$ cat config.mk
export PLATFORM = sky130hd
export DESIGN_NAME = fopt_flash_option_protect_trim
export DESIGN_NICKNAME = d
export VERILOG_FILES = /design/src/fopt_pkg.sv /design/src/fopt_flash_option_protect_trim.sv
export SDC_FILE = /design/constraint.sdc
export NUM_CORES = 1
export LEC_CHECK = 0
export ABC_AREA = 1
export BUFFER_PORTS_ARGS = -buffer_cell sky130_fd_sc_hd__buf_2
export CELL_PAD_IN_SITES_DETAIL_PLACEMENT = 1
export CELL_PAD_IN_SITES_GLOBAL_PLACEMENT = 2
export CORE_MARGIN = 2
export CORE_UTILIZATION = 33
export DETAILED_ROUTE_END_ITERATION = 12
export PLACE_DENSITY = 0.87
export SETUP_SLACK_MARGIN = 0.3
export SLEW_MARGIN = 20
export SYNTH_ARGS = -nofsm -noshare
export SYNTH_HDL_FRONTEND = slang
export SYNTH_SLANG_ARGS = --single-unit
$ cat constraint.sdc
create_clock -name core_clk -period 4.8 [get_ports core_clk]
set_clock_uncertainty 0.1 [all_clocks]
set_input_delay 1.44 -clock core_clk [delete_from_list [all_inputs] [get_ports core_clk]]
set_output_delay 1.44 -clock core_clk [all_outputs]
set_load 0.01 [all_outputs]
$ cat src/fopt_pkg.sv
package fopt_pkg;

  ////////////////////////////////////////////////////////////////////////////
  // Register indices as printed and their byte addresses (index times four)
  localparam logic [11:0] IDX_TRIM_INDEX = 12'hFF6;
  localparam logic [11:0] IDX_TRIM_VALUE = 12'hFF7;
  localparam logic [11:0] IDX_CONTROLLER_COMMAND = 12'hFF8;
  localparam logic [11:0] IDX_SECTOR_WRITE_GUARD = 12'hFF9;
  localparam logic [11:0] IDX_PROGRAM_TIMING_FREQ_HIGH = 12'hFFA;
  localparam logic [11:0] IDX_PROGRAM_TIMING_FREQ_LOW = 12'hFFB;

  localparam int APB_ADDR_W = 14;
  localparam logic [13:0] ADDR_TRIM_INDEX = 14'(IDX_TRIM_INDEX * 4);
  localparam logic [13:0] ADDR_TRIM_VALUE = 14'(IDX_TRIM_VALUE * 4);
  localparam logic [13:0] ADDR_CONTROLLER_COMMAND = 14'(IDX_CONTROLLER_COMMAND * 4);
  localparam logic [13:0] ADDR_SECTOR_WRITE_GUARD = 14'(IDX_SECTOR_WRITE_GUARD * 4);
  localparam logic [13:0] ADDR_FREQ_HIGH = 14'(IDX_PROGRAM_TIMING_FREQ_HIGH * 4);
  localparam logic [13:0] ADDR_FREQ_LOW = 14'(IDX_PROGRAM_TIMING_FREQ_LOW * 4);

  ////////////////////////////////////////////////////////////////////////////
  // Reset values
  localparam logic [7:0] RST_TRIM_INDEX = 8'h00;
  localparam logic [7:0] RST_GUARD = 8'h00;
  localparam logic [7:0] RST_PAGE = 8'h00;
  localparam logic [15:0] RST_FREQ = 16'h0000;
  localparam logic [7:0] RST_BYTE = 8'h00;

  ////////////////////////////////////////////////////////////////////////////
  // Controller command codes and status codes
  localparam logic [7:0] CMD_UNLOCK_FIRST = 8'h73;
  localparam logic [7:0] CMD_UNLOCK_SECOND = 8'h8C;
  localparam logic [7:0] CMD_GUARD_SELECT = 8'h5E;
  localparam logic [7:0] STAT_LOCKED = 8'h00;
  localparam logic [7:0] STAT_FIRST = 8'h01;
  localparam logic [7:0] STAT_UNLOCKED = 8'h03;
  localparam logic [7:0] STAT_GUARD_SEL = 8'h04;

  ////////////////////////////////////////////////////////////////////////////
  // Option loader and trim map
  localparam int LOAD_BYTES = 43;
  localparam int TRIM_BYTES = 32;
  localparam logic [5:0] LOAD_LAST = 6'h2A;
  localparam logic [5:0] PROG_BYTES_LAST = 6'h01;
  localparam logic [5:0] TRIM_INFO_BASE = 6'h20;
  localparam logic [7:0] TRIM_INDEX_MAX = 8'h1F;

  typedef enum logic [4:0] {
    FOPT_CTL_LOCKED = 5'b00001,
    FOPT_CTL_FIRST = 5'b00010,
    FOPT_CTL_UNLOCKED = 5'b00100,
    FOPT_CTL_GUARD_SEL = 5'b01000,
    FOPT_CTL_SPARE = 5'b10000
  } fopt_ctl_t;

  typedef enum logic [2:0] {
    FOPT_LD_READ = 3'b001,
    FOPT_LD_LATCH = 3'b010,
    FOPT_LD_DONE = 3'b100
  } fopt_ld_t;

endpackage

$ cat src/fopt_flash_option_protect_trim.sv
// Implementation choice: the APB slave port.
`timescale 1ns/10ps
`default_nettype none

// What this block does
// - Shared address writes the sector guard only after 5EH while locked, else page selector
// - Guard bits reset to zero and software can never clear a set bit
// - Eight guard bits, bit 7 down to 0, one per flash sector
// - Smaller flash variants leave upper four or six guard bits unused
// - High and low timing bytes form one 16-bit timing frequency value
// - Every reset and stop recovery reloads option bytes before the processor runs
// - Changed option bytes only take effect after the next reload
// - Option configuration registers are not readable or writable by software
// - Loader makes 43 flash reads, six-bit counter on low address, rest zero
// - Option bytes latch on rising internal precision oscillator edge, 344 bits max
// - Loaded bytes 0 and 1 come from program memory, rest from information area
// - User option bytes live in program page 0 and vanish with it
// - Factory trim in information page is never altered, only volatile working copies
// - Trim index 00H-1FH selects which working byte the next data write changes
// - After an index write, the next data read returns that working byte
// - Trim indices 00H-0AH are seeded from information addresses 20h-2Ah, the rest start at zero, nothing else reachable
// - Writing 73H then 8CH unlocks; any bad value or order relocks
// - Trim data register is an 8-bit read/write window on the indexed byte
module fopt_flash_option_protect_trim #(
  parameter int GUARD_BITS_USED = 8
) (
  // Clock and reset
  input wire logic core_clk,
  input wire logic reset_n,
  // APB slave
  input wire logic psel,
  input wire logic penable,
  input wire logic pwrite,
  input wire logic [fopt_pkg::APB_ADDR_W-1:0] paddr,
  input wire logic [31:0] pwdata,
  output logic [31:0] prdata,
  output logic pready,
  output logic pslverr,
  // Stop-mode recovery request and oscillator clock pin
  input wire logic stop_recovery,
  input wire logic internal_precision_oscillator,
  // Flash read port
  output logic [15:0] flash_addr,
  output logic flash_info_sel,
  output logic flash_rd,
  input wire logic [7:0] flash_rdata,
  // Configuration outputs
  output logic cpu_hold,
  output logic [fopt_pkg::LOAD_BYTES-1:0][7:0] option_cfg,
  output logic [fopt_pkg::TRIM_BYTES-1:0][7:0] trim_work,
  output logic [7:0] sector_guard_bit,
  output logic [7:0] page_selector,
  output logic [15:0] program_timing_freq
);

  ////////////////////////////////////////////////////////////////////////////
  // Unused guard bits are forced low on smaller parts
  localparam logic [7:0] GUARD_MASK = 8'((9'h001 << GUARD_BITS_USED) - 9'h001);

  fopt_pkg::fopt_ctl_t ctl_q, ctl_d;
  fopt_pkg::fopt_ld_t ld_q, ld_d;
  logic [5:0] count_q, count_d;
  logic [15:0] faddr_q, faddr_d;
  logic finfo_q, finfo_d;
  logic frd_q, frd_d;
  logic frd_dly_q;
  logic [7:0] buf_q, buf_d;
  logic got_q, got_d;
  logic busy_q, busy_d;
  logic [fopt_pkg::LOAD_BYTES-1:0][7:0] opt_q, opt_d;
  logic [fopt_pkg::TRIM_BYTES-1:0][7:0] trim_q, trim_d;
  logic [7:0] tidx_q, tidx_d;
  logic [7:0] guard_q, guard_d;
  logic [7:0] page_q, page_d;
  logic [15:0] freq_q, freq_d;
  logic [31:0] prdata_q, prdata_d;
  logic pready_q, pready_d;
  logic pslverr_q, pslverr_d;
  logic ipo_s1_q, ipo_s2_q, ipo_s3_q;
  logic ipo_rise;
  logic setup_ph, wr_done;
  logic [7:0] wbyte;
  logic [7:0] stat_byte;
  logic addr_hit;
  logic [5:0] trim_slot;

  ////////////////////////////////////////////////////////////////////////////
  // Oscillator pin comes from another domain, so two stages before use
  always_ff @(posedge core_clk or negedge reset_n)
  begin
    if (!reset_n)
    begin
      ipo_s1_q <= 1'b0;
      ipo_s2_q <= 1'b0;
      ipo_s3_q <= 1'b0;
    end
    else
    begin
      ipo_s1_q <= internal_precision_oscillator;
      ipo_s2_q <= ipo_s1_q;
      ipo_s3_q <= ipo_s2_q;
    end
  end

  // Rising edge seen on the synchronised copy only
  assign ipo_rise = ipo_s2_q & ~ipo_s3_q;

  ////////////////////////////////////////////////////////////////////////////
  // Bus phase decode; writes land only at the completing access edge
  assign setup_ph = psel & ~penable;
  assign wr_done = psel & penable & pready_q & pwrite & ~pslverr_q;
  assign wbyte = pwdata[7:0];

  // Status code as software sees it at the command address
  always_comb
  begin
    case (ctl_q)
      fopt_pkg::FOPT_CTL_LOCKED: stat_byte = fopt_pkg::STAT_LOCKED;
      fopt_pkg::FOPT_CTL_FIRST: stat_byte = fopt_pkg::STAT_FIRST;
      fopt_pkg::FOPT_CTL_UNLOCKED: stat_byte = fopt_pkg::STAT_UNLOCKED;
      fopt_pkg::FOPT_CTL_GUARD_SEL: stat_byte = fopt_pkg::STAT_GUARD_SEL;
      default: stat_byte = fopt_pkg::STAT_LOCKED;
    endcase
  end

  // Address match for the six mapped words
  always_comb
  begin
    case (paddr)
      fopt_pkg::ADDR_TRIM_INDEX: addr_hit = 1'b1;
      fopt_pkg::ADDR_TRIM_VALUE: addr_hit = 1'b1;
      fopt_pkg::ADDR_CONTROLLER_COMMAND: addr_hit = 1'b1;
      fopt_pkg::ADDR_SECTOR_WRITE_GUARD: addr_hit = 1'b1;
      fopt_pkg::ADDR_FREQ_HIGH: addr_hit = 1'b1;
      fopt_pkg::ADDR_FREQ_LOW: addr_hit = 1'b1;
      default: addr_hit = 1'b0;
    endcase
  end

  ////////////////////////////////////////////////////////////////////////////
  // Bus answer: read data and ready are prepared in the setup cycle so that
  // they leave from flops; the access then completes with no wait state.
  // While the loader runs the bus is held off, which also keeps the
  // processor from touching anything before the options are in place.
  always_comb
  begin
    prdata_d = prdata_q;
    pready_d = 1'b0;
    pslverr_d = 1'b0;
    if (setup_ph && !busy_q)
    begin
      pready_d = 1'b1;
      pslverr_d = ~addr_hit;
      prdata_d = 32'h0000_0000;
      if (!pwrite)
      begin
        case (paddr)
          fopt_pkg::ADDR_TRIM_INDEX: prdata_d = {24'h00_0000, tidx_q};
          fopt_pkg::ADDR_TRIM_VALUE:
          begin
            // Out-of-range index reads zero, nothing else is reachable
            if (tidx_q <= fopt_pkg::TRIM_INDEX_MAX)
            begin
              prdata_d = {24'h00_0000, trim_q[tidx_q[4:0]]};
            end
          end
          fopt_pkg::ADDR_CONTROLLER_COMMAND: prdata_d = {24'h00_0000, stat_byte};
          fopt_pkg::ADDR_SECTOR_WRITE_GUARD:
          begin
            // Guard view while selected, page selector otherwise
            if (ctl_q == fopt_pkg::FOPT_CTL_GUARD_SEL)
            begin
              prdata_d = {24'h00_0000, guard_q & GUARD_MASK};
            end
            else
            begin
              prdata_d = {24'h00_0000, page_q};
            end
          end
          fopt_pkg::ADDR_FREQ_HIGH: prdata_d = {24'h00_0000, freq_q[15:8]};
          fopt_pkg::ADDR_FREQ_LOW: prdata_d = {24'h00_0000, freq_q[7:0]};
          default: prdata_d = 32'h0000_0000;
        endcase
      end
    end
  end

  always_ff @(posedge core_clk or negedge reset_n)
  begin
    if (!reset_n)
    begin
      prdata_q <= 32'h0000_0000;
      pready_q <= 1'b0;
      pslverr_q <= 1'b0;
    end
    else
    begin
      prdata_q <= prdata_d;
      pready_q <= pready_d;
      pslverr_q <= pslverr_d;
    end
  end

  ////////////////////////////////////////////////////////////////////////////
  // Controller lock sequence; only the part that steers the shared address
  // is kept here, erase sequencing lives elsewhere
  always_comb
  begin
    ctl_d = ctl_q;
    if (wr_done && paddr == fopt_pkg::ADDR_CONTROLLER_COMMAND)
    begin
      case (ctl_q)
        fopt_pkg::FOPT_CTL_LOCKED:
        begin
          if (wbyte == fopt_pkg::CMD_UNLOCK_FIRST)
          begin
            ctl_d = fopt_pkg::FOPT_CTL_FIRST;
          end
          else if (wbyte == fopt_pkg::CMD_GUARD_SELECT)
          begin
            ctl_d = fopt_pkg::FOPT_CTL_GUARD_SEL;
          end
          else
          begin
            ctl_d = fopt_pkg::FOPT_CTL_LOCKED;
          end
        end
        fopt_pkg::FOPT_CTL_FIRST:
        begin
          if (wbyte == fopt_pkg::CMD_UNLOCK_SECOND)
          begin
            ctl_d = fopt_pkg::FOPT_CTL_UNLOCKED;
          end
          else
          begin
            ctl_d = fopt_pkg::FOPT_CTL_LOCKED;
          end
        end
        default: ctl_d = fopt_pkg::FOPT_CTL_LOCKED;
      endcase
    end
    else if (wr_done && paddr == fopt_pkg::ADDR_SECTOR_WRITE_GUARD)
    begin
      // Guard selection is good for one write only
      if (ctl_q == fopt_pkg::FOPT_CTL_GUARD_SEL)
      begin
        ctl_d = fopt_pkg::FOPT_CTL_LOCKED;
      end
    end
  end

  always_ff @(posedge core_clk or negedge reset_n)
  begin
    if (!reset_n)
    begin
      ctl_q <= fopt_pkg::FOPT_CTL_LOCKED;
    end
    else
    begin
      ctl_q <= ctl_d;
    end
  end

  ////////////////////////////////////////////////////////////////////////////
  // Software registers: guard, page selector, timing value, trim index
  always_comb
  begin
    guard_d = guard_q;
    page_d = page_q;
    freq_d = freq_q;
    tidx_d = tidx_q;
    if (wr_done)
    begin
      case (paddr)
        fopt_pkg::ADDR_SECTOR_WRITE_GUARD:
        begin
          if (ctl_q == fopt_pkg::FOPT_CTL_GUARD_SEL)
          begin
            // OR only, so a set bit can never be cleared
            guard_d = guard_q | (wbyte & GUARD_MASK);
          end
          else
          begin
            page_d = wbyte;
          end
        end
        fopt_pkg::ADDR_FREQ_HIGH: freq_d = {wbyte, freq_q[7:0]};
        fopt_pkg::ADDR_FREQ_LOW: freq_d = {freq_q[15:8], wbyte};
        fopt_pkg::ADDR_TRIM_INDEX: tidx_d = wbyte;
        default: tidx_d = tidx_q;
      endcase
    end
  end

  always_ff @(posedge core_clk or negedge reset_n)
  begin
    if (!reset_n)
    begin
      guard_q <= fopt_pkg::RST_GUARD;
      page_q <= fopt_pkg::RST_PAGE;
      freq_q <= fopt_pkg::RST_FREQ;
      tidx_q <= fopt_pkg::RST_TRIM_INDEX;
    end
    else
    begin
      guard_q <= guard_d;
      page_q <= page_d;
      freq_q <= freq_d;
      tidx_q <= tidx_d;
    end
  end

  ////////////////////////////////////////////////////////////////////////////
  // Option loader: one flash read per step, data caught the cycle after the
  // read strobe, then written into the option byte on an oscillator edge.
  // Stop recovery restarts the sweep exactly as a reset does.
  assign trim_slot = count_q - fopt_pkg::TRIM_INFO_BASE;

  always_comb
  begin
    ld_d = ld_q;
    count_d = count_q;
    faddr_d = faddr_q;
    finfo_d = finfo_q;
    frd_d = 1'b0;
    buf_d = buf_q;
    got_d = got_q;
    busy_d = busy_q;
    opt_d = opt_q;
    if (frd_dly_q)
    begin
      buf_d = flash_rdata;
      got_d = 1'b1;
    end
    if (stop_recovery)
    begin
      ld_d = fopt_pkg::FOPT_LD_READ;
      count_d = 6'h00;
      busy_d = 1'b1;
      got_d = 1'b0;
    end
    else
    begin
      case (ld_q)
        fopt_pkg::FOPT_LD_READ:
        begin
          // Counter feeds the low six bits, all upper bits stay zero
          faddr_d = {10'h000, count_q};
          finfo_d = (count_q > fopt_pkg::PROG_BYTES_LAST);
          frd_d = 1'b1;
          got_d = 1'b0;
          ld_d = fopt_pkg::FOPT_LD_LATCH;
        end
        fopt_pkg::FOPT_LD_LATCH:
        begin
          if (got_q && ipo_rise)
          begin
            opt_d[count_q] = buf_q;
            if (count_q == fopt_pkg::LOAD_LAST)
            begin
              ld_d = fopt_pkg::FOPT_LD_DONE;
              busy_d = 1'b0;
            end
            else
            begin
              count_d = count_q + 6'h01;
              ld_d = fopt_pkg::FOPT_LD_READ;
            end
          end
        end
        fopt_pkg::FOPT_LD_DONE:
        begin
          busy_d = 1'b0;
          finfo_d = 1'b0;
        end
        default:
        begin
          ld_d = fopt_pkg::FOPT_LD_DONE;
          busy_d = 1'b0;
        end
      endcase
    end
  end

  // Option registers change only here, so edits reach them at the next reload
  always_ff @(posedge core_clk or negedge reset_n)
  begin
    if (!reset_n)
    begin
      ld_q <= fopt_pkg::FOPT_LD_READ;
      count_q <= 6'h00;
      faddr_q <= 16'h0000;
      finfo_q <= 1'b0;
      frd_q <= 1'b0;
      frd_dly_q <= 1'b0;
      buf_q <= fopt_pkg::RST_BYTE;
      got_q <= 1'b0;
      busy_q <= 1'b1;
      opt_q <= '0;
    end
    else
    begin
      ld_q <= ld_d;
      count_q <= count_d;
      faddr_q <= faddr_d;
      finfo_q <= finfo_d;
      frd_q <= frd_d;
      frd_dly_q <= frd_q;
      buf_q <= buf_d;
      got_q <= got_d;
      busy_q <= busy_d;
      opt_q <= opt_d;
    end
  end

  ////////////////////////////////////////////////////////////////////////////
  // Working trim copies: seeded by the loader from the trim window of the
  // information area on every load, between loads changed only by software. The factory bytes in
  // flash are never written from here, so a power loss restores them.
  always_comb
  begin
    trim_d = trim_q;
    if (ld_q == fopt_pkg::FOPT_LD_LATCH && got_q && ipo_rise && !stop_recovery
        && count_q >= fopt_pkg::TRIM_INFO_BASE)
    begin
      trim_d[trim_slot[4:0]] = buf_q;
    end
    else if (wr_done && paddr == fopt_pkg::ADDR_TRIM_VALUE
             && tidx_q <= fopt_pkg::TRIM_INDEX_MAX)
    begin
      trim_d[tidx_q[4:0]] = wbyte;
    end
  end

  always_ff @(posedge core_clk or negedge reset_n)
  begin
    if (!reset_n)
    begin
      trim_q <= '0;
    end
    else
    begin
      trim_q <= trim_d;
    end
  end

  ////////////////////////////////////////////////////////////////////////////
  // Outputs straight from flops
  assign prdata = prdata_q;
  assign pready = pready_q;
  assign pslverr = pslverr_q;
  assign flash_addr = faddr_q;
  assign flash_info_sel = finfo_q;
  assign flash_rd = frd_q;
  assign cpu_hold = busy_q;
  assign option_cfg = opt_q;
  assign trim_work = trim_q;
  assign sector_guard_bit = guard_q;
  assign page_selector = page_q;
  assign program_timing_freq = freq_q;

endmodule

`default_nettype wire

==> results.md, run 1 <==
- DP Wirelength: between 100000 and 150000 µm
- Final TNS setup: 0 ns
- I/O pin count: around 750
- Reg2Reg Setup Slack: about 1.5 ns
- EDFF count, synth: 0
- Min Clock Period, post-route: ~3.4 ns
- Synth Instances: between 4000 and 5000
- Clock power share: 0.487
- WP data required: 5.27 ns
- Total routed wirelength: approximately 160000 µm
- Final core utilization: 0.410
- CTS H-tree depth: 3
- Switching part of the total power: 0.271
- CTS root buffer: clkbuf_16
- Asr flop ratio synth: 1.00
- Ratio of cells with drive above 1 in the final layout: 0.197
- Startpoint Class: input pin
- Crit-path max cell delay: between 0.5 and 0.6 ns
- Initial antenna violation count: 6
- Internal Power: 9620 µW
- Slew @ Worst Pin: roughly 1 ns
- Crit path kind: input pin to register
- Slew margin rel.: 0.330
- Status: finished, final reports clean
- Max-cap viol count: 0
- Sequential area share after synthesis: 0.531
- First-pass iteration count of the detailed router: 5
- Critical path endpoint category: register
- Synth Cell Area: 0.0323 mm²
- Area grow syn2layout: 22.9%
- GR Overflow Total: 0
- CP max stage cell: nand3_1
- Via density: 5.34
- Hold Vio Cnt, Final: 0
- Initial DRC count: 2929
- Worst-path cell chain: buf_2 -> inv_1 -> nand2_1 -> nor2_1 -> nand2_1 -> nor2_1 -> nand2_1 -> o21ai_4 -> buf_4 -> nand3_1 -> o21ai_0
- Row Count: 114
- Nets: 4816
- Setup Viol. Count Final: 0
- Total track usage: 0.308
- Worst Hold End: ipo_s2_q$_DFF_PN0_
- Largest net degree at the start of global routing: roughly 120
- RSZ-0062 raised after global routing: false
- Mean post-synth cell area: around 7.8 µm²
- Gate power share: 0.072
- Fin crit share: 0.707
- Seq cells post-synth: about 690
- Die ar.: approximately 0.1 mm²
- YS warnings: 0
- FMAX: around 290 MHz
- Wire per inst: 25.8 µm
- Post-synth cell types: 41
- Crit path DAT: 3.87 ns
- Cts-stage hold buffer count: 0
- R2R depth: 12
- Critical Path Source: paddr[0]
- Latest clock arrival within the worst-skew pair: ~0.69 ns
- Net switching power: between 3000 and 4000 µW
- Worst-path clk slew: 0.06 ns
- Reg-to-reg endpoint: count_q[3]$_DFFE_PN0P_
- Cell mode on critical path: nand2_1
- Slew Viols, Final: 0
- Main synth FF type: dfrtp_1
- Die width: between 300 and 400 µm
- DRC: 0
- Routed Antenna Nets: 0
- Largest fanout on the critical path: 21
- Vias in the first global route: 32500
- Max IR drop VDD: 0.000302 V
- Sequential cell fraction of total power: 0.440
- Via count: 32500
- CTS tree: done
- Starting density of the core: 0.334
- Total power per unit cell area: around 330 mW/mm²
- First-pass GRT wire length: 227000 µm
- Pleak: ~0.02 µW
- Post CTS Setup Buffer Count: 0
- CTS Buf Count: a little over 80
- Die height: about 320 µm
- Hold WC Path Type: register to register
- Gpl congestion: 0.942
- Hold path depth: 0
- Clock sinks: just under 700
- Hold Startpoint: ipo_s1_q$_DFF_PN0_
- Worst r2r src: count_q[0]$_DFFE_PN0P_
- Core area: 0.0969 mm²
- Max Buffers Root-to-Sink: 3
- Post_cts resized: 0
- IO buf count: 687
-- layer usage --
| metal | share of wire | wire [µm] | track usage | vias to the layer above |
|---|---|---|---|---|
| li1 | - | - | - | 14700 |
| met1 | 0.39 | 61300 | 0.376 | 16100 |
| met2 | 0.47 | 73500 | 0.500 | 1372 |
| met3 | 0.093 | 14600 | 0.0924 | 355 |
| met4 | 0.049 | 7780 | 0.139 | 2 |
| met5 | 0.000083 | 13 | 0 | - |
-- cell usage after synthesis, types with 3 or more instances --
master    count  area, µm²
nand4_1     114        713
a21oi_2       4       35.0
buf_2        39        195
clkinv_1     14       52.6
o21ai_0     622       3110
o22ai_1      39        244
nand2_1    1583       5940
nor3_4        3       48.8
nor3_1       10       50.1
nor2_1      189        709
nor4_1        5       31.3
ha_1          5       62.6
a21oi_1      49        245
buf_4        38        285
nand3_1     292       1460
inv_1       177        664
buf_1        21       78.8
o21bai_1      7       52.6
o21a_1        8       60.1
clkbuf_1    167        627
dfstp_2       3       78.8
dfrtp_1     682      17100
nor2_2        7       43.8
nand3_4       6        105
nand2_2       8       50.1
o21ai_1      20        100
inv_2        11       41.3
-- stage by stage --
stage | power [µW] | instance area, µm² | cells | hold slack (ns) | setup WS [ns]
floorplan | 6240 | 32400 | 4173 | 0.231 | 1.75
global placement | 6870 | 37000 | 5943 | 0.234 | 0.864
detailed placement | 6870 | 37000 | 5943 | 0.238 | 0.749
CTS | 13300 | 39700 | 6087 | 0.251 | 1.49
global route | 13600 | 39700 | 6089 | 0.254 | 1.17
finish | 13200 | 39700 | 6092 | 0.250 | 1.41
-- layout by cell type, fill, tap and decap left out, drive strengths merged, types with 6 or more instances in the layout --
| master | instances |
|---|---|
| o21bai | 7 |
| a21oi | 53 |
| nor2 | 198 |
| o22ai | 39 |
| nand3 | 299 |
| nand2 | 1591 |
| dfrtp | 682 |
| o21ai | 644 |
| bufinv | 6 |
| clkbuf | 116 |
| inv | 194 |
| buf | 762 |
| nor3 | 14 |
| nand4 | 114 |
| clkinv | 29 |
| conb | 34 |
| o21a | 8 |
-- state kept, by name (all words and copies together), names as in the netlist, 3 cells and up --
| register | flops |
|---|---|
| trim_work | 256 |
| sector_guard_bit | 8 |
| ctl_q | 4 |
| flash_addr | 6 |
| page_selector | 8 |
| count_q | 6 |
| option_cfg | 344 |
| ld_q | 3 |
| program_timing_freq | 16 |
| tidx_q | 8 |
| buf_q | 8 |
| prdata | 8 |
-- cells by family (layout without fill, tap and decap cells) --
family / count (synthesis) / count (layout) / synth area share
adder cells (fa/ha/maj): 5 / 5 / 0.00194
flip-flops: 685 / 685 / 0.531
AND/OR/NAND/NOR: 2225 / 2225 / 0.285
AO/OA/AOI/OAI: 754 / 754 / 0.121
other: 1 / 39 / 0.000116
buffers and inverters: 470 / 1108 / 0.0613
-- cell type report --
type | count | area, µm²
Multi-Input combinational cell | 3018 | 13300
Clock buffer | 116 | 2320
Sequential cell | 685 | 17200
Inverter | 202 | 759
Tap cell | 1276 | 1600
Timing Repair Buffer | 762 | 4150
Antenna cell | 5 | 12.5
Clock inverter | 28 | 413
Fill cell | 11900 | 57100
-- power groups by stage --
stage                     logic (µW)  registers (µW)  clock network, µW
after floorplan                  325            5920                  0
after global placement           946            5920                  0
after detailed placement         945            5920                  0
after CTS                        948            5820               6540
after global routing             986            5820               6750
final                            955            5820               6430
-- critical path, delay by kind of cell --
family / cells / cell delay [ns]
AO/OA/AOI/OAI: 2 / 0.53
AND/OR/NAND/NOR: 6 / 1.28
buffers and inverters: 3 / 0.58
-- worst max-delay path by stage --
stage | to
after detailed placement | trim_work[179]$_DFFE_PN0P_
final | trim_work[176]$_DFFE_PN0P_
after global placement | trim_work[114]$_DFFE_PN0P_
after floorplan | trim_work[104]$_DFFE_PN0P_
after global routing | count_q[3]$_DFFE_PN0P_
after CTS | trim_work[113]$_DFFE_PN0P_
Note: power is estimated with default switching activity, not from simulation.
==> run 2: changes to the inputs <==
Settings changed: CORE_UTILIZATION 33 to 28, PLACE_DENSITY 0.87 to 0.79.
Clock period 4.8 ns to 3.1 ns, I/O delays scaled along.
==> run 2 against run 1 <==
Net effect:
- first-iteration DRC count down 9.3%
- critical path depth up 2
- register-to-register slack lost 1.0 ns
- via count rose by 1.3%
==> results.md, run 2 (same netlist as run 1, synthesis figures left out) <==
- Status: finished, final reports clean
- Crit path kind: register to register
- Max reg flops: roughly 340
- Via density: between 5 and 6
- Hold WC Path Type: register to register
- Min Clock Period, post-route: between 2 and 3 ns
- Die ar.: about 0.12 mm²
- Clock sinks: 685
- Total power per unit cell area: 512 mW/mm²
- Row Count: roughly 120
- Routed Antenna Nets: 0
- Hold Vio Cnt, Final: 0
- Slew margin rel.: 0.278
- First-pass GRT wire length: about 240000 µm
- Final core utilization: 0.362
- I/O pin count: 746
- Pre-CTS WS: 0.0106 ns
- Final instance area: 0.0414 mm²
- Total power: 21200 µW
- WP data required: roughly 3.6 ns
- Most common cell after layout, fill and taps aside: nand2_1
- Via count: ~33000
- Crit-path leading delay family: simple AND/OR/NAND/NOR gates
- Max IR drop VDD: between 0.0003 and 0.0004 V
- Setup Viol. Count Final: 0
- CTS Buf Count: 83
- Ratio of cells with drive above 1 in the final layout: 0.220
- Total routed wirelength: approximately 170000 µm
- IO buf count: 687
- Pleak: between 0.02 and 0.025 µW
- Worst-path cell chain: buf_4 -> buf_12 -> o21ai_0 -> nand2_1 -> nand2_1 -> nand2_1 -> nand2_1 -> nor2_1 -> nand2_1 -> nand2_1 -> nand2_1 -> nand2_1 -> nand2_1
- Largest net degree at the start of global routing: ~120
- Buffers & Inverters on Critical Path: 2
- Crit-path max cell delay: between 0.5 and 0.6 ns
- Worst-path clk slew: roughly 0.060 ns
- Vias in the first global route: between 30000 and 40000
- Max-cap viol count: 0
- CTS tree: done
- Slew Viols, Final: 0
- Total track usage: 0.274
- Core area: 0.114 mm²
- GR Overflow Total: 0
- Multi-input logic area: 0.0134 mm²
- Initial DRC count: 2656
- FMAX: about 370 MHz
- Die width: ~340 µm
- Filler instances: between 10000 and 15000
- Critical path endpoint category: register
- RSZ-0062 raised after global routing: true
- Area grow syn2layout: 28.2%
- Crit path DAT: roughly 3.2 ns
- Fin crit share: 0.863
- Sequential cell area: 0.0172 mm²
- Nets: 4939
- Starting density of the core: 0.283
- Cell mode on critical path: nand2_1
- DRC: 0
- Die height: about 340 µm
- Startpoint Class: register
- CP max stage cell: o21ai_0
- Largest fanout on the critical path: 48
- Slew @ Worst Pin: 1.08 ns
- First-pass iteration count of the detailed router: 5
- DP Wirelength: 120000 µm
- Gpl congestion: a little over 0.9
- Placed inst area: about 0.038 mm²
- Final TNS setup: 0 ns
- Initial antenna violation count: 8
- CTS H-tree depth: 3
- Max Buffers Root-to-Sink: 3
- Commonest non-fill, non-tap cells in the layout: 1582 x nand2_1, 686 x buf_2, 680 x dfrtp_1, 622 x o21ai_0, 292 x nand3_1
- Latest clock arrival within the worst-skew pair: roughly 0.69 ns
- Final worst slack: about 0.43 ns
- Wire per inst: 25.6 µm
- CTS root buffer: clkbuf_16
## run 2: cell count changes in the layout (fill, tap and decap cells not counted), moves of 2 or more
| cell | change |
|---|---|
| buf_12 | +16 |
| buf_4 | +103 |
| bufinv_16 | +4 |
| clkbuf_1 | -4 |
| clkbuf_8 | +5 |
| clkinv_16 | +4 |
| clkinv_2 | +3 |
| clkinv_4 | -2 |
| clkinv_8 | -2 |
| clkinvlp_4 | +3 |
| diode_2 | -4 |
| nor2_1 | -2 |
## run 2: power by group
group	switching [µW]	total (µW)	internal [µW]
sequential	52.9	9040	8980
combinational	1300	1500	199
clock	4390	10700	6300
total	5740	21200	15500
## run 2: worst reg2reg max path, delay by kind of cell (launching register included)
| kind | cells | cell delay [ns] |
|---|---|---|
| simple gates | 10 | 0.88 |
| compound gates | 1 | 0.62 |
| buf+inv | 2 | 0.43 |
| flops | 1 | 0.58 |
## run 2: final timing paths
kind                                  startpoint                    endpoint  slack, ns  cells past startpoint
max in group asynchronous                reset_n   trim_work[32]$_DFFE_PN0P_       1.30                      4
setup reg to reg           tidx_q[0]$_DFFE_PN0P_       prdata[6]$_DFFE_PN0P_       0.43                     13
hold reg to reg               ipo_s2_q$_DFF_PN0_          ipo_s3_q$_DFF_PN0_       0.27                      0
min in group asynchronous                reset_n  trim_work[104]$_DFFE_PN0P_       0.62                      2
setup / recovery           tidx_q[0]$_DFFE_PN0P_       prdata[6]$_DFFE_PN0P_       0.43                     13
hold / removal                ipo_s2_q$_DFF_PN0_          ipo_s3_q$_DFF_PN0_       0.27                      0
## run 2: layout make-up
type	instances	area share
Antenna cell	1	0.0000604
Clock buffer	118	0.0579
Sequential cell	685	0.414
Timing Repair Buffer	883	0.127
Multi-Input combinational cell	3018	0.322
Tap cell	1512	0.0457
Clock inverter	34	0.0144
Inverter	202	0.0185
## run 2: metal layers
layer | vias up | share of wire | track usage
li1 | 14900 | - | -
met1 | 16500 | 0.40 | 0.347
met2 | 1274 | 0.47 | 0.447
met3 | 294 | 0.088 | 0.0694
met4 | 2 | 0.041 | 0.110
met5 | - | 0.00012 | 0
## run 2: stage by stage
| stage | instances | hold slack (ns) |
|---|---|---|
| 2_1_floorplan | 4173 | 0.231 |
| 3_3_place_gp | 6297 | 0.268 |
| 3_5_place_dp | 6297 | 0.278 |
| 4_1_cts | 6452 | 0.238 |
| 5_1_grt | 6453 | 0.262 |
| 6_report | 6453 | 0.274 |
## run 2: timing repair
item,in CTS,in global routing
setup endpoints to repair,67,57
hold buffers,1,0
resized for setup,4,4
endpoints found under the hold margin,11,0
setup buffers,2,0
